==> config.mk <==
export PLATFORM = sky130hd
export DESIGN_NAME = sbs_settings
export DESIGN_NICKNAME = d
export VERILOG_FILES = /design/src/sbs_pkg.sv /design/src/sbs_ptr_if.sv /design/src/sbs_spike_filter.sv /design/src/sbs_ptr_step.sv /design/src/sbs_settings.sv
export SDC_FILE = /design/constraint.sdc
export NUM_CORES = 1
export LEC_CHECK = 0
export ABC_AREA = 1
export BUFFER_PORTS_ARGS = -buffer_cell sky130_fd_sc_hd__buf_2
export CAP_MARGIN = 20
export CORE_AREA = 2 2 104 106
export CTS_CLUSTER_DIAMETER = 60
export CTS_CLUSTER_SIZE = 14
export DETAILED_ROUTE_END_ITERATION = 12
export DIE_AREA = 0 0 106 108
export GPL_TIMING_DRIVEN = 0
export PLACE_DENSITY = 0.7
export SETUP_SLACK_MARGIN = 0.02
export SLEW_MARGIN = 20
export SYNTH_ARGS = -nofsm -noshare
export SYNTH_HDL_FRONTEND = slang
export SYNTH_HIERARCHICAL = 1
export SYNTH_SLANG_ARGS = --single-unit
export TNS_END_PERCENT = 5
==> constraint.sdc <==
create_clock -name mclk -period 9.53 [get_ports mclk]
set_input_delay 1.906 -clock mclk [delete_from_list [all_inputs] [get_ports mclk]]
set_output_delay 1.906 -clock mclk [all_outputs]
set_load 0.005 [all_outputs]
==> src/sbs_pkg.sv <==
package sbs_pkg;

  ////////////////////////////////////////////////////////////////////////////
  // Settings register location and layout
  localparam logic [7:0] SETTINGS_ADDR = 8'h1C;
  localparam int BIT_PIN2_VALUE = 7;
  localparam int BIT_PIN1_VALUE = 6;
  localparam int BIT_ANY_ALARM = 5;
  localparam int BIT_POWER_ON = 4;
  localparam int BIT_TIMEOUT_EN = 3;
  localparam int BIT_BYTE_COUNT = 2;
  localparam int BIT_NO_SKIP = 1;
  localparam int BIT_FAST_FILTER = 0;
  localparam logic [7:0] SETTINGS_RESET = 8'h10;
  // Bits stored straight from a host write; alarm and power-on are handled apart
  localparam logic [7:0] SETTINGS_WRITE_MASK = 8'hCF;
  localparam logic [7:0] IDLE_READ_BYTE = 8'h00;
  localparam logic [7:0] FILL_BYTE = 8'hFF;

  ////////////////////////////////////////////////////////////////////////////
  // Per-channel address blocks, two addresses per channel, four channels
  localparam int CHAN_COUNT = 4;
  localparam logic [7:0] CHAN_FIRST = 8'h13;
  localparam logic [7:0] CHAN_LAST = 8'h1A;
  localparam int SKIP_MAX = 4;

  ////////////////////////////////////////////////////////////////////////////
  // Timing
  localparam int CLK_HZ = 25_000_000;
  localparam int CLK_NS = 40;
  localparam int TIMEOUT_MS = 25;
  localparam int TIMEOUT_CYCLES = TIMEOUT_MS * (CLK_HZ / 1000);
  localparam int SPIKE_STD_NS = 50;
  localparam int SPIKE_FAST_NS = 10;
  localparam int SPIKE_STD_CYC = (SPIKE_STD_NS + CLK_NS - 1) / CLK_NS < 1 ? 1 :
                                 (SPIKE_STD_NS + CLK_NS - 1) / CLK_NS;
  localparam int SPIKE_FAST_CYC = (SPIKE_FAST_NS + CLK_NS - 1) / CLK_NS < 1 ? 1 :
                                  (SPIKE_FAST_NS + CLK_NS - 1) / CLK_NS;

  typedef enum logic [1:0] {
    TMO_IDLE = 2'b00,
    TMO_COUNT = 2'b01,
    TMO_EXPIRED = 2'b11
  } sbs_tmo_state_type;

  function automatic logic in_chan_block(input logic [7:0] addr);
    in_chan_block = (addr >= CHAN_FIRST) && (addr <= CHAN_LAST);
  endfunction

  function automatic logic [1:0] chan_of(input logic [7:0] addr);
    logic [7:0] rel;
    rel = addr - CHAN_FIRST;
    chan_of = rel[1:0];
  endfunction

endpackage

==> src/sbs_ptr_if.sv <==
`timescale 1ns/100ps
interface sbs_ptr_if;
  logic [7:0] cur;
  logic [3:0] chan_active;
  logic no_skip;
  logic [7:0] next;
  logic fill;

  modport owner (
    output cur,
    output chan_active,
    output no_skip,
    input next,
    input fill
  );

  modport stepper (
    input cur,
    input chan_active,
    input no_skip,
    output next,
    output fill
  );
endinterface

==> src/sbs_spike_filter.sv <==
`timescale 1ns/100ps
module sbs_spike_filter #(
  parameter int LINES = 2,
  parameter int CNT_W = 4,
  parameter int STD_CYC = sbs_pkg::SPIKE_STD_CYC,
  parameter int FAST_CYC = sbs_pkg::SPIKE_FAST_CYC
) (
  input wire logic mclk, // Device clock
  input wire logic rstn, // Async reset, active low
  input wire logic [LINES-1:0] raw, // Bus lines as sampled
  input wire logic fast, // Narrow filter for high-speed bus
  output logic [LINES-1:0] clean // Filtered bus lines
);

  typedef struct packed {
    logic [LINES-1:0] lvl;
    logic [LINES-1:0][CNT_W-1:0] cnt;
  } sbs_filt_type;

  sbs_filt_type q;
  sbs_filt_type d;
  logic [CNT_W-1:0] limit;

  ////////////////////////////////////////////////////////////////////////////
  // A new level is accepted only once it has held for the limit
  always_comb
  begin
    d = q;
    limit = fast ? CNT_W'(FAST_CYC) : CNT_W'(STD_CYC);
    for (int i = 0; i < LINES; i++)
    begin
      if (raw[i] == q.lvl[i])
      begin
        d.cnt[i] = '0;
      end
      else if (q.cnt[i] + CNT_W'(1) >= limit)
      begin
        d.lvl[i] = raw[i];
        d.cnt[i] = '0;
      end
      else
      begin
        d.cnt[i] = q.cnt[i] + CNT_W'(1);
      end
    end
  end

  always_ff @(posedge mclk or negedge rstn)
  begin
    if (!rstn)
      q <= '{lvl: '1, cnt: '0};
    else
      q <= d;
  end

  assign clean = q.lvl;

endmodule

==> src/sbs_ptr_step.sv <==
`timescale 1ns/100ps
module sbs_ptr_step (
  sbs_ptr_if.stepper p // Pointer stepping port
);

  ////////////////////////////////////////////////////////////////////////////
  // Next pointer: up to four inactive channel addresses in a row are passed over unless told not to
  always_comb
  begin
    logic [7:0] a;
    logic stop;
    a = p.cur + 8'h01;
    stop = 1'b0;
    for (int i = 0; i < sbs_pkg::SKIP_MAX; i++)
    begin
      if (!stop && !p.no_skip && sbs_pkg::in_chan_block(a)
          && !p.chan_active[sbs_pkg::chan_of(a)])
        a = a + 8'h01;
      else
        stop = 1'b1;
    end
    p.next = a;
  end

  // A disabled channel location reached by stepping reads as all ones
  assign p.fill = sbs_pkg::in_chan_block(p.cur) && !p.chan_active[sbs_pkg::chan_of(p.cur)];

endmodule

==> src/sbs_settings.sv <==
// What this block does
// Pin 2 output low unless bit 7 set
// Pin 1 output low unless bit 6 set
// Any enabled non-conversion alert sets bit 5
// Bit 5 clears once its causing alert clears
// Power-on bit 4 resets to 1, host clears
// Only internal power-on reset sets bit 4
// Bit 3 enables bus time-out, default off
// Bit 2 adds byte count to block reads
// Bit 1 low: pointer skips inactive channels
// Bit 1 high: no skip, inactive reads FF
// Bit 0 narrows spike filter for 3.4 MHz
// Settings act immediately, no refresh needed
// Host clears bit 4 then polls it
`timescale 1ns/100ps
module sbs_settings #(
  parameter int ALERT_W = 8,
  parameter int TIMEOUT_CYCLES = sbs_pkg::TIMEOUT_CYCLES
) (
  input wire logic mclk, // Device clock, 25 MHz
  input wire logic rstn, // Power cycle reset, active low
  input wire logic power_down_pin_n, // Power-down pin, low forces internal reset
  input wire logic scl_raw, // Bus clock line
  input wire logic sda_raw, // Bus data line
  output logic scl_clean, // Filtered bus clock
  output logic sda_clean, // Filtered bus data
  input wire logic ptr_set, // Pulse: load register pointer
  input wire logic [7:0] ptr_value, // Pointer value to load
  input wire logic reg_wr, // Pulse: write byte at pointer
  input wire logic [7:0] reg_wdata, // Write data
  input wire logic reg_rd, // Pulse: read byte at pointer
  output logic [7:0] reg_rdata, // Read data
  output logic reg_rvalid, // Pulse: read data valid
  output logic [7:0] reg_ptr, // Current register pointer
  input wire logic [3:0] chan_active, // Channel enables
  input wire logic [ALERT_W-1:0] alert_cause, // Live alert causes, excluding conversion done
  input wire logic [ALERT_W-1:0] alert_enable, // Alert function enables
  input wire logic pin1_gpio_out, // First multipurpose pin is a GPIO output
  input wire logic pin2_gpio_out, // Second multipurpose pin is a GPIO output
  output logic pin1_o, // First pin drive level
  output logic pin1_oe, // First pin drive enable
  output logic pin2_o, // Second pin drive level
  output logic pin2_oe, // Second pin drive enable
  output logic any_alarm, // Summary alarm flag
  output logic bus_timeout_en, // Time-out feature active
  output logic bus_timeout, // Pulse: bus clock held low too long
  output logic byte_count_en, // Prefix block reads with byte count
  output logic fast_bus_filter_select // High-speed filter in use
);

  localparam int TMO_W = $clog2(TIMEOUT_CYCLES + 1);

  typedef struct packed {
    logic [7:0] settings;
    logic [7:0] ptr;
    logic [7:0] rdata;
    logic rvalid;
    logic pin1_oe;
    logic pin2_oe;
    sbs_pkg::sbs_tmo_state_type tmo;
    logic [TMO_W-1:0] tmo_cnt;
    logic tmo_pulse;
  } sbs_state_type;

  localparam sbs_state_type RESET_STATE = '{
    settings: sbs_pkg::SETTINGS_RESET,
    ptr: 8'h00,
    rdata: 8'h00,
    rvalid: 1'b0,
    pin1_oe: 1'b1,
    pin2_oe: 1'b1,
    tmo: sbs_pkg::TMO_IDLE,
    tmo_cnt: '0,
    tmo_pulse: 1'b0
  };

  sbs_state_type q;
  sbs_state_type d;
  logic [1:0] clean;
  logic [7:0] wr_merge;

  sbs_ptr_if ptr_bus ();

  ////////////////////////////////////////////////////////////////////////////
  // Bus input spike filter
  sbs_spike_filter #(
    .LINES(2),
    .CNT_W(4),
    .STD_CYC(sbs_pkg::SPIKE_STD_CYC),
    .FAST_CYC(sbs_pkg::SPIKE_FAST_CYC)
  ) u_filter (
    .mclk(mclk),
    .rstn(rstn),
    .raw({sda_raw, scl_raw}),
    .fast(q.settings[sbs_pkg::BIT_FAST_FILTER]),
    .clean(clean)
  );

  assign scl_clean = clean[0];
  assign sda_clean = clean[1];

  ////////////////////////////////////////////////////////////////////////////
  // Pointer stepping
  assign ptr_bus.cur = q.ptr;
  assign ptr_bus.chan_active = chan_active;
  assign ptr_bus.no_skip = q.settings[sbs_pkg::BIT_NO_SKIP];

  sbs_ptr_step u_step (
    .p(ptr_bus.stepper)
  );

  ////////////////////////////////////////////////////////////////////////////
  // Write merge: alarm bit is not host writable, power-on bit only clears
  always_comb
  begin
    wr_merge = (q.settings & ~sbs_pkg::SETTINGS_WRITE_MASK) | (reg_wdata & sbs_pkg::SETTINGS_WRITE_MASK);
    if (!reg_wdata[sbs_pkg::BIT_POWER_ON])
      wr_merge[sbs_pkg::BIT_POWER_ON] = 1'b0;
  end

  ////////////////////////////////////////////////////////////////////////////
  // Next state
  always_comb
  begin
    d = q;
    d.rvalid = 1'b0;
    d.tmo_pulse = 1'b0;

    // Alarm follows the enabled causes, so it drops once every cause is cleared or disabled
    d.settings[sbs_pkg::BIT_ANY_ALARM] = |(alert_cause & alert_enable);

    // Written fields land in the register on the write edge and drive outputs from that same edge
    if (reg_wr && q.ptr == sbs_pkg::SETTINGS_ADDR)
    begin
      d.settings[7:6] = wr_merge[7:6];
      d.settings[4:0] = wr_merge[4:0];
    end

    if (reg_rd)
    begin
      d.rvalid = 1'b1;
      if (q.ptr == sbs_pkg::SETTINGS_ADDR)
        d.rdata = q.settings;
      else if (ptr_bus.fill)
        d.rdata = sbs_pkg::FILL_BYTE;
      else
        d.rdata = sbs_pkg::IDLE_READ_BYTE;
    end

    // Load wins over a step; each data byte steps the pointer
    if (ptr_set)
      d.ptr = ptr_value;
    else if (reg_wr || reg_rd)
      d.ptr = ptr_bus.next;

    // Open-drain pins: released for the pull-up when the bit is 1
    d.pin1_oe = pin1_gpio_out && !d.settings[sbs_pkg::BIT_PIN1_VALUE];
    d.pin2_oe = pin2_gpio_out && !d.settings[sbs_pkg::BIT_PIN2_VALUE];

    // Bus time-out watches the filtered clock line held low
    case (q.tmo)
      sbs_pkg::TMO_IDLE:
      begin
        d.tmo_cnt = '0;
        if (q.settings[sbs_pkg::BIT_TIMEOUT_EN] && !clean[0])
          d.tmo = sbs_pkg::TMO_COUNT;
      end
      sbs_pkg::TMO_COUNT:
      begin
        if (!q.settings[sbs_pkg::BIT_TIMEOUT_EN] || clean[0])
        begin
          d.tmo = sbs_pkg::TMO_IDLE;
          d.tmo_cnt = '0;
        end
        else if (q.tmo_cnt >= TMO_W'(TIMEOUT_CYCLES - 1))
        begin
          d.tmo = sbs_pkg::TMO_EXPIRED;
          d.tmo_pulse = 1'b1;
        end
        else
        begin
          d.tmo_cnt = q.tmo_cnt + TMO_W'(1);
        end
      end
      sbs_pkg::TMO_EXPIRED:
      begin
        // One pulse per stuck period; rearm once the clock line is released
        if (clean[0] || !q.settings[sbs_pkg::BIT_TIMEOUT_EN])
          d.tmo = sbs_pkg::TMO_IDLE;
      end
      default:
      begin
        d.tmo = sbs_pkg::TMO_IDLE;
        d.tmo_cnt = '0;
      end
    endcase

    // Power-down pin low is an internal power-on reset of all state except the spike filter
    if (!power_down_pin_n)
      d = RESET_STATE;
  end

  ////////////////////////////////////////////////////////////////////////////
  // Only the power-on paths restore the power-on bit to 1
  always_ff @(posedge mclk or negedge rstn)
  begin
    if (!rstn)
      q <= RESET_STATE;
    else
      q <= d;
  end

  ////////////////////////////////////////////////////////////////////////////
  // Outputs
  assign pin1_o = 1'b0;
  assign pin2_o = 1'b0;
  assign pin1_oe = q.pin1_oe;
  assign pin2_oe = q.pin2_oe;
  assign any_alarm = q.settings[sbs_pkg::BIT_ANY_ALARM];
  assign bus_timeout_en = q.settings[sbs_pkg::BIT_TIMEOUT_EN];
  assign bus_timeout = q.tmo_pulse;
  assign byte_count_en = q.settings[sbs_pkg::BIT_BYTE_COUNT];
  assign fast_bus_filter_select = q.settings[sbs_pkg::BIT_FAST_FILTER];
  assign reg_rdata = q.rdata;
  assign reg_rvalid = q.rvalid;
  assign reg_ptr = q.ptr;

endmodule

---- Yosys cells after proc, flatten, opt, wreduce, memory -nomap -nowiden ----
Cells that the tools add are included.
storage, ports and cells
  flip-flop bits (word level) ............. 60
  input port bits ......................... 46
  output and inout bits ................... 28
  word-level logic and storage cells ...... 144
operators by class
  add/subtract/negate cells ............... 13
  order comparisons ....................... 18
  eq/ne operators ......................... 13
  mux-type cells .......................... 41
  bitwise logic cells ..................... 4
  reductions and logical operators ........ 41
operators with widths
  kind                                                                                 number
  8-bit 2-to-1 mux                                                                     8
  50-bit 2-to-1 mux                                                                    1
  8-bit by 1-bit adder with 8-bit output, second input constant                        5
  8-bit by 5-bit greater-or-equal comparator with 1-bit output, second input constant  5
  8-bit by 5-bit less-or-equal comparator with 1-bit output, second input constant     5
  20-bit case mux with 2 select lines                                                  1
  22-bit 2-to-1 mux                                                                    1
  1-bit logical AND                                                                    21
  20-bit by 1-bit adder with 20-bit output, second input constant                      1
  20-bit greater-or-equal comparator, second input constant                            1
  20-bit 2-to-1 mux                                                                    1
  4-bit 2-to-1 mux                                                                     4
  2-bit by 3-bit less-than comparator with 1-bit output, second input constant         5
  1-bit zero test                                                                      12
  1-bit 2-to-1 mux                                                                     12
  1-bit binary-select mux with 2-bit select                                            5
  2-bit 2-to-1 mux                                                                     5
  2-bit subtractor, second input constant                                              5
  9-bit 2-to-1 mux                                                                     1
  4-bit by 1-bit adder with 4-bit output, second input constant                        2
  8-bit AND                                                                            1
  8-bit by 5-bit == test with 1-bit output, second input constant                      1
  4-bit greater-or-equal comparator                                                    2
  4-bit != test, second input constant                                                 2
  other kinds (16)                                                                     23

---- Depth between registers and ports, before layout ----
Gate-level depths: netlist of run 1.
  depth after elaboration ................. 28
  gate-level depth with buffers ........... 40
  gate-level depth less buffers ........... 39

---- Modules after synthesis ----
Netlist of run 1, hierarchy kept.
modules (own cells, without submodules)
  module            instances  cells an instance  area each (sq um)  seq. area each (sq um)
  sbs_settings      1          437                3179.3             1255.0
  sbs_ptr_step      1          219                1311.3             0.0
  sbs_spike_filter  1          65                 566.8              252.7

---- Worst setup path after synthesis of run 1 ----
Ideal clock, no wire load.
  path kind ............................... input port to flip-flop
  from .................................... input chan_active[1]
  to ...................................... register q (netlist bit reg_ptr[2])
  setup time .............................. 0.101 ns
  arrival ................................. 5.464 ns
  data required time ...................... 9.429 ns
  setup slack ............................. 3.965 ns
  stages .................................. 34
  buffers on the path ..................... 0
  cells stage by stage .................... inv_1 -> nand2_1 -> o211ai_1 -> nand3_2 -> nor2_8 -> nand2_4 -> nand2_4 -> nand2_4 -> inv_4 -> ha_1 -> inv_1 -> nand3_1 -> nand2_2 -> nor2_8 -> nand2_4 -> nand2_1 -> nand2_1 -> inv_1 -> ha_1 -> inv_1 -> nand3_1 -> nand2_2 -> nand2_4 -> nand2_2 -> nand2_1 -> ha_1 -> inv_1 -> nand3_1 -> nand2_1 -> nor2_4 -> nand3_1 -> nand2_1 -> nor2_1 -> o32ai_1
between the ends
  longest elaborated chain between the ends .. 26
  elaborated cells on any way between the ends .. 49
  those cells by class .................... add/sub (6); order compare (6); mux (18); reduce/logical (19)
ends and longest elaborated chain
  what                                       RTL line             RTL
  from (decl)                                sbs_settings.sv:35   input wire logic [3:0] chan_active,
  1-bit binary-select mux with 2-bit select  sbs_ptr_step.sv:17   && !p.chan_active[sbs_pkg::chan_of(a)])
  1-bit 2-to-1 mux (implied by the code)     sbs_ptr_step.sv:17
  1-bit zero test                            sbs_ptr_step.sv:17
  1-bit logical AND                          sbs_ptr_step.sv:17
  8-bit 2-to-1 mux                           sbs_ptr_step.sv:16   if (!stop && !p.no_skip && sbs_pkg::in_chan_block(a)
  2-bit subtractor                           sbs_pkg.sv:52        rel = addr - CHAN_FIRST;
  1-bit binary-select mux with 2-bit select  sbs_ptr_step.sv:17
  1-bit 2-to-1 mux (implied by the code)     sbs_ptr_step.sv:17
  (+11 left out)                             n/a
  1-bit 2-to-1 mux (implied by the code)     sbs_ptr_step.sv:17
  1-bit zero test                            sbs_ptr_step.sv:17
  1-bit logical AND                          sbs_ptr_step.sv:17
  8-bit 2-to-1 mux (*)                       sbs_ptr_step.sv:16
  net ptr_bus.next[2]                        sbs_ptr_if.sv:6      logic [7:0] next;
  8-bit 2-to-1 mux (*)                       sbs_settings.sv:153  else if (reg_wr || reg_rd)
  8-bit 2-to-1 mux (*)                       sbs_settings.sv:151  if (ptr_set)
  50-bit 2-to-1 mux (*)                      sbs_settings.sv:199  if (!power_down_pin_n)
  to (signal assigned)                       sbs_settings.sv:208  q <= RESET_STATE;
  to (signal assigned)                       sbs_settings.sv:210  q <= d;
  to (decl)                                  sbs_settings.sv:77   sbs_state_type q;
The timed path passes the listed nets; every way through them passes the cells marked *. The select of a mux whose other input is x is not followed.
A chain may end at the register's enable or synchronous reset.

---- Worst setup path in the final report of run 1 ----
  from .................................... input chan_active[3]
  to ...................................... register q (netlist bit reg_ptr[3])
Same word-level chain as after synthesis.

==> results.cfg, run 1 <==
[yosys]
synth.largest_area_cell = dfrtp_1
synth_top_cell_area_share_pct = 27.2
postSynth.topFlopCell = dfrtp_1
synthCells = 721
synth_async_sr_flop_share_pct = 100
synthesized_area_divided_by_synthesized_cell_count_um2 = 7.01
ys_seq_elements = 60
synth_enable_flop_cells = 0
synthesis.area_mm2 = 0.00506
netlist_top_cells_area = dfrtp_1 (27%), nand2_1 (16%), nand3_1 (6.6%), nor2_1 (6.1%), inv_1 (5.6%)
yosysWarnings = 6
netlist-cell-type-count = 47
synth-seq-area-share_pct = 29.8

[worst_setup_path]
timing.critical_path.required_ns = 9.77
crit_arrival_ns = 6.21
critical_path.most_common_cell = nand2_1
worstPathBufferInverterCount = 6
crit_family = simple AND/OR/NAND/NOR gates
crit_path_max_fanout = 8
critical_path.endpoint_type = flop
setup.worst_path.start_class = input pin
critical-path-max-stage-delay_ns = 0.34
cpMaxStageDelayCell = ha_1
crit_type = input pin to flop

[timing]
finalHoldViolCount = 0
clock_skew_ns = 0.00767
timing.setup.tns_ns = 0
final_min_period_over_clock_period_pct = 62.6
max_freq_mhz = 168
final_slew_viol_count = 0
post-route-min-period_ns = 5.97
final-setup-viol-count = 0
worst_slew_margin_rel_pct = 49.6
rsz_0062_raised_after_global_routing = false
tightestPinTransition_ns = 0.757

[final_layout]
area_growth_from_synthesis_to_layout_pct = 14.9
drive_gt1_share_pct = 25.3
nNetsFinal = 866
multiInputGateArea_mm2 = 0.00300
nFillCells = 983
finish.utilization_pct = 56.8
antenna_cells_inserted = 0
seqCellArea_mm2 = 0.00151

[drt]
drc = 0
detail_route.wirelength_mm = 12.0
detailedRoute.firstPassIterationCount = 4
routed_via_density = 5.11
detailroute.via_count = 4830
drt-initial-drc-count = 245
routedWlPerCell_um = 12.7
drt.antenna.violating_nets = 0

[clock_tree]
cts_inserted_buffers = 9
tritoncts_clock_tree = built
path_clk_slew_ns = 0.08
post_cts.repair.setup_buffers = 0
cts.sink_count = 60
clock_insertion_delay_worst_skew_ns = 0.34
ctsHoldBuffers = 0
clock_tree.htree_level_count = 3
clock_path_buffers = 2
post_cts_resized = 0
clockRootBuffer = clkbuf_8

[floorplan]
fp.dieW_um = 106
floorplan.io_pins = 74
start_util_pct = 49.4
coreArea_mm2 = 0.0102
die_span_y_um = 108
die-area_mm2 = 0.0114
placementRows = 37

[run_status]
run_status = finished, final reports clean

[power_and_ir_drop]
internal-power_mw = 0.482
p_sw_share_pct = 33.9
pwr-share-clk_pct = 35.7
power.static_leakage_nw = 3.00
power_density_mw_per_mm2 = 126
seq_power_share_pct = 37.6
p_comb_share_pct = 26.7
power_switching_mw = 0.248
vdd.ir_drop.worst_mv = 0.0973

[global_route]
grt_antenna_before_repair = 0
grt_pass1_vias = 4688
grt_usage_pct = 22.0
grt_max_degree = 61
grt.overflow.total = 0
grt_pass1_wl_mm = 20.8

[worst_hold_path]
timing.hold.worst.class = flop to flop

[placement]
place_congestion = 0.928
dpl.hpwl_mm = 9.18
portBuffers = 68

[flow_run]
cap_violations = 0
-- flip-flops by register name, summed over array words and instances, names as in the netlist, 2 cells and up --
register,flops
u_filter/clean,2
q,25
u_filter/q,8
reg_rdata,8
reg_ptr,8
-- kinds of logic after synthesis --
kind of cell,share of synthesized area (%)
AND/OR/NAND/NOR,46.4
buffers and inverters,11.1
flip-flops,29.8
AO/OA/AOI/OAI,7.50
adder cells (fa/ha/maj),3.96
XOR/XNOR,1.04
other,0.148
-- cell type report --
cell class | count | share of cell area, %
Sequential cell | 60 | 26.0
Timing Repair Buffer | 68 | 5.90
Inverter | 86 | 5.69
Tap cell | 136 | 2.93
Clock buffer | 9 | 2.13
Clock inverter | 7 | 1.72
Buffer | 31 | 3.98
Multi-Input combinational cell | 548 | 51.7
-- tightest hold or removal path, stage by stage, from the launching register on --
cell     delay [ns]
dfstp_2        0.38
o21ai_0        0.06
nand2_1        0.05
-- synth_stat cells, types with 3 or more instances --
cell	count
nand3_2	11
nand3_1	67
inv_2	5
nor2_2	7
o32ai_1	8
inv_4	3
nor3_1	6
dfrtp_1	55
dfstp_2	5
nor2_8	7
buf_4	23
o21bai_1	7
inv_1	75
nor2_1	82
nand4_1	23
nand2_2	32
a21oi_1	8
or2_2	3
nand2_4	7
clkinv_1	3
a21oi_2	3
xor2_1	5
nand2_1	209
ha_1	16
nor2_4	4
o21ai_0	17
-- routing by layer --
| metal | routed length (µm) | global-route usage (%) |
|---|---|---|
| met5 | 0 | 0 |
| met4 | 168 | 7.24 |
| met3 | 460 | 2.89 |
| met2 | 5880 | 39.1 |
| met1 | 5520 | 27.8 |
-- final timing paths --
kind                                start  slack, ns             to  cells past startpoint
max reg2reg                    reg_ptr[0]       3.92     reg_ptr[3]                     38
min reg2reg                         q[46]       0.48          q[46]                      2
min in group asynchronous            rstn       1.63  u_filter/q[0]                      1
min                                 q[46]       0.48          q[46]                      2
max in group asynchronous            rstn       7.40          q[15]                      1
max                        chan_active[3]       3.56     reg_ptr[3]                     35
-- power groups by stage --
stage	clock [mW]	combinational, mW	sequential, mW
after floorplan	0	0.150	0.276
after global placement	0	0.189	0.278
after detailed placement	0	0.195	0.279
after CTS	0.267	0.196	0.274
after global routing	0.276	0.218	0.275
final	0.260	0.195	0.274
-- stage by stage --
step	hold WS [ns]	total power, mW	cells	setup slack, ns	area [µm²]
floorplan	0.450	0.425	725	3.96	5070
global placement	0.467	0.467	929	3.43	5580
detailed placement	0.474	0.474	929	3.26	5590
CTS	0.485	0.736	945	3.61	5810
global route	0.502	0.769	945	3.19	5810
finish	0.485	0.729	945	3.56	5810
-- cell usage in the layout (no fill, tap or decap), types with 8 or more instances in the layout --
master and instances:
dfrtp_1 55, buf_2 69, nor2_1 82, nand4_1 23
nand3_2 11, inv_1 75, nand2_2 32, nand3_1 67
nand2_1 209, a21oi_1 8, buf_4 24, ha_1 16
o21ai_0 17, clkbuf_8 9, o32ai_1 8
(Power assumes the default switching activity.)
==> inputs of run 2 (changes only) <==
ABC_AREA = 0   (was 1)
CORE_AREA = 2 2 100 102   (was 2 2 104 106)
DIE_AREA = 0 0 102 104   (was 0 0 106 108)
clock period = 5.8 ns   (was 9.53 ns; I/O delays follow)
==> results.cfg, run 2 <==
[clock_tree]
ctsHoldBuffers = 0
tritoncts_clock_tree = built
cts.sink_count = 60
path_clk_slew_ns = 0.07
clock_tree.htree_level_count = 3
cts_inserted_buffers = 9
clock_insertion_delay_worst_skew_ns = 0.34
clock_path_buffers = 2
clockRootBuffer = clkbuf_8

[final_layout]
nNetsFinal = 661
seqCellArea_mm2 = 0.00151
final_design_area_no_fill_mm2 = 0.00575
mostFrequentLayoutCells = buf_2 (65), dfrtp_1 (53), buf_4 (49), nand2_1 (35), a21oi_1 (28)
largest_register_ffs = 25
registers.top_by_ff_count = q
drive_gt1_share_pct = 35.9
multiInputGateArea_mm2 = 0.00288
layout.cells.most_common = buf_2
nFillCells = 850
fin_cells = 737
area_growth_from_synthesis_to_layout_pct = 24.5
antenna_cells_inserted = 0

[power_and_ir_drop]
vdd.ir_drop.worst_mv = 0.157
pwr-share-clk_pct = 32.4
power_density_mw_per_mm2 = 231
seq_power_share_pct = 33.8
power.static_leakage_nw = 2.55
internal-power_mw = 0.920
power_switching_mw = 0.406
p_comb_share_pct = 33.8
p_sw_share_pct = 30.6

[timing]
worst_slew_margin_rel_pct = 43.1
tightestPinTransition_ns = 0.846
timing.final.ws_setup_ns = -1.54
finalHoldViolCount = 0
final_slew_viol_count = 0
clock_skew_ns = 0.0105
max_freq_mhz = 136
final_min_period_over_clock_period_pct = 127
post-route-min-period_ns = 7.34
rsz_0062_raised_after_global_routing = true
final-setup-viol-count = 4

[global_route]
grt_antenna_before_repair = 0
grt.overflow.total = 0
grt_pass1_vias = 4060
grt_usage_pct = 22.3
grt_max_degree = 61
grt_pass1_wl_mm = 19.4

[worst_setup_path]
r2r_setup_slack_ns = -1.45
cells_on_worst_reg2reg_path = 28
critical-path-max-stage-delay_ns = 0.53
setup.worst_path.end = reg_ptr[1]
cpMaxStageDelayCell = or4_4
crit_type = input pin to flop
critical_path.endpoint_type = flop
crit_arrival_ns = 7.53
startpoint = chan_active[1]
setup.worst_path.start_class = input pin
timing.critical_path.required_ns = 5.99
worstReg2RegStart = reg_ptr[0]
crit_path_max_fanout = 6
r2r-end = reg_ptr[1]

[yosys]
yosysWarnings = 6
ys_seq_elements = 60
synth.largest_area_cell = dfrtp_1
synthCells = 490
netlist-cell-type-count = 92
netlist_top_cells_area = dfrtp_1 (30%), ha_1 (4.3%), buf_4 (3.6%), mux2i_1 (3.3%), a21oi_1 (3.1%)
synth_async_sr_flop_share_pct = 100
synth-seq-area-share_pct = 32.7
synth_top_cell_area_share_pct = 29.8
postSynth.topFlopCell = dfrtp_1
synth.most_common_cell = dfrtp_1
synth_enable_flop_cells = 0
synthesis.area_mm2 = 0.00462
ys_top_cells_by_count = dfrtp_1 (55), nand2_1 (36), a21oi_1 (29)
synthesized_area_divided_by_synthesized_cell_count_um2 = 9.42

[placement]
place.detailed.instances = 695
place_congestion = 0.903
detailed_place.area_mm2 = 0.00523
dpl.hpwl_mm = 8.13
portBuffers = 68

[drt]
detail_route.wirelength_mm = 11.7
drt.antenna.violating_nets = 0
routed_via_density = 5.74
detailedRoute.firstPassIterationCount = 4
routedWlPerCell_um = 15.8
drc = 0
detailroute.via_count = 4231
drt-initial-drc-count = 163

[floorplan]
die_span_y_um = 104
fp.dieW_um = 102
die-area_mm2 = 0.0106
coreArea_mm2 = 0.00955
placementRows = 36
start_util_pct = 48.3
floorplan.io_pins = 74

[worst_hold_path]
timing.hold.worst.class = flop to flop

[run_status]
failed_checks = negative setup slack
run_status = complete, but fails checks

[flow_run]
cap_violations = 0
## run 2: changes by cell type in the layout (fill, tap and decap cells not counted), sizes merged, moves of 8 or more
| cell | before | now |
|---|---|---|
| nand2 | 249 | 39 |
| mux2i | 0 | 15 |
| clkbuf | 11 | 26 |
| nor2 | 100 | 28 |
| buf | 97 | 124 |
| xnor2 | 1 | 10 |
| a21oi | 11 | 32 |
| o31ai | 0 | 13 |
| o21ai | 18 | 29 |
| nand4 | 23 | 15 |
| inv | 84 | 16 |
| nand3 | 79 | 22 |
## run 2: timing repair
item | CTS | global route
pin swaps | 14 | 18
endpoints found under the setup margin | 4 | 4
gates resized for setup | 16 | 9
buffers inserted | 17 | 10
## run 2: worst max-delay path: cells and delay by family
family	cells	cell delay, ns
multiplexers	6	2.04
adder cells (fa/ha/maj)	3	0.87
AO/OA/AOI/OAI	8	1.63
AND/OR/NAND/NOR	6	1.59
buffers and inverters	2	0.13
XOR/XNOR	1	0.09
## run 2: worst min path at each step
| stage | depth (start not counted) | startpoint | end | slack, ns |
|---|---|---|---|---|
| 2_1_floorplan | 2 | q[46] | q[46] | 0.46 |
| 3_3_place_gp | 2 | q[46] | q[46] | 0.47 |
| 3_5_place_dp | 2 | q[46] | q[46] | 0.49 |
| 4_1_cts | 2 | q[46] | q[46] | 0.50 |
| 5_1_grt | 2 | q[46] | q[46] | 0.50 |
| 6_report | 2 | q[46] | q[46] | 0.50 |
## run 2: logic make-up (layout without fill, tap and decap cells)
family | Yosys count | count (layout) | share of synthesized area, %
compound gates | 141 | 141 | 24.6
mux | 24 | 24 | 6.42
simple gates | 170 | 170 | 20.2
other cells | 2 | 6 | 0.163
fa+ha+maj | 16 | 16 | 4.34
buf+inv | 61 | 171 | 8.24
xor+xnor | 16 | 16 | 3.36
flops | 60 | 60 | 32.7
## run 2: layer usage
layer / track usage, % / part of all wire, %
met1: 30.1 / 44
met4: 8.29 / 2.6
met3: 4.30 / 4.0
met2: 35.3 / 49
met5: 0 / 0
## run 2: power groups by stage
stage	logic, mW	clock network [mW]	registers [mW]
floorplan	0.286	0	0.454
global placement	0.365	0	0.458
detailed placement	0.372	0	0.459
CTS	0.426	0.439	0.448
global route	0.484	0.457	0.451
finish	0.449	0.429	0.449
## run 2: layout make-up
| cell class | count | area share, % |
|---|---|---|
| Tap cell | 133 | 2.90 |
| Clock buffer | 12 | 2.70 |
| Inverter | 17 | 1.15 |
| Timing Repair Buffer | 95 | 10.3 |
| Sequential cell | 60 | 26.3 |
| Multi-Input combinational cell | 373 | 50.0 |
| Clock inverter | 4 | 1.26 |
| Buffer | 43 | 5.42 |
## run 2: stage by stage
stage / total power, mW / utilization [%] / TNS (ns) / setup WS (ns) / hold WS (ns)
after floorplan: 0.740 / - / -5.94 / -1.68 / 0.458
after detailed placement: 0.830 / 54.7 / -8.71 / -2.35 / 0.490
after global routing: 1.39 / 60.2 / -6.60 / -1.71 / 0.504
after CTS: 1.31 / 59.1 / -6.06 / -1.55 / 0.500
final: 1.33 / 60.2 / -5.83 / -1.54 / 0.497
after global placement: 0.823 / 54.7 / -8.47 / -2.29 / 0.469
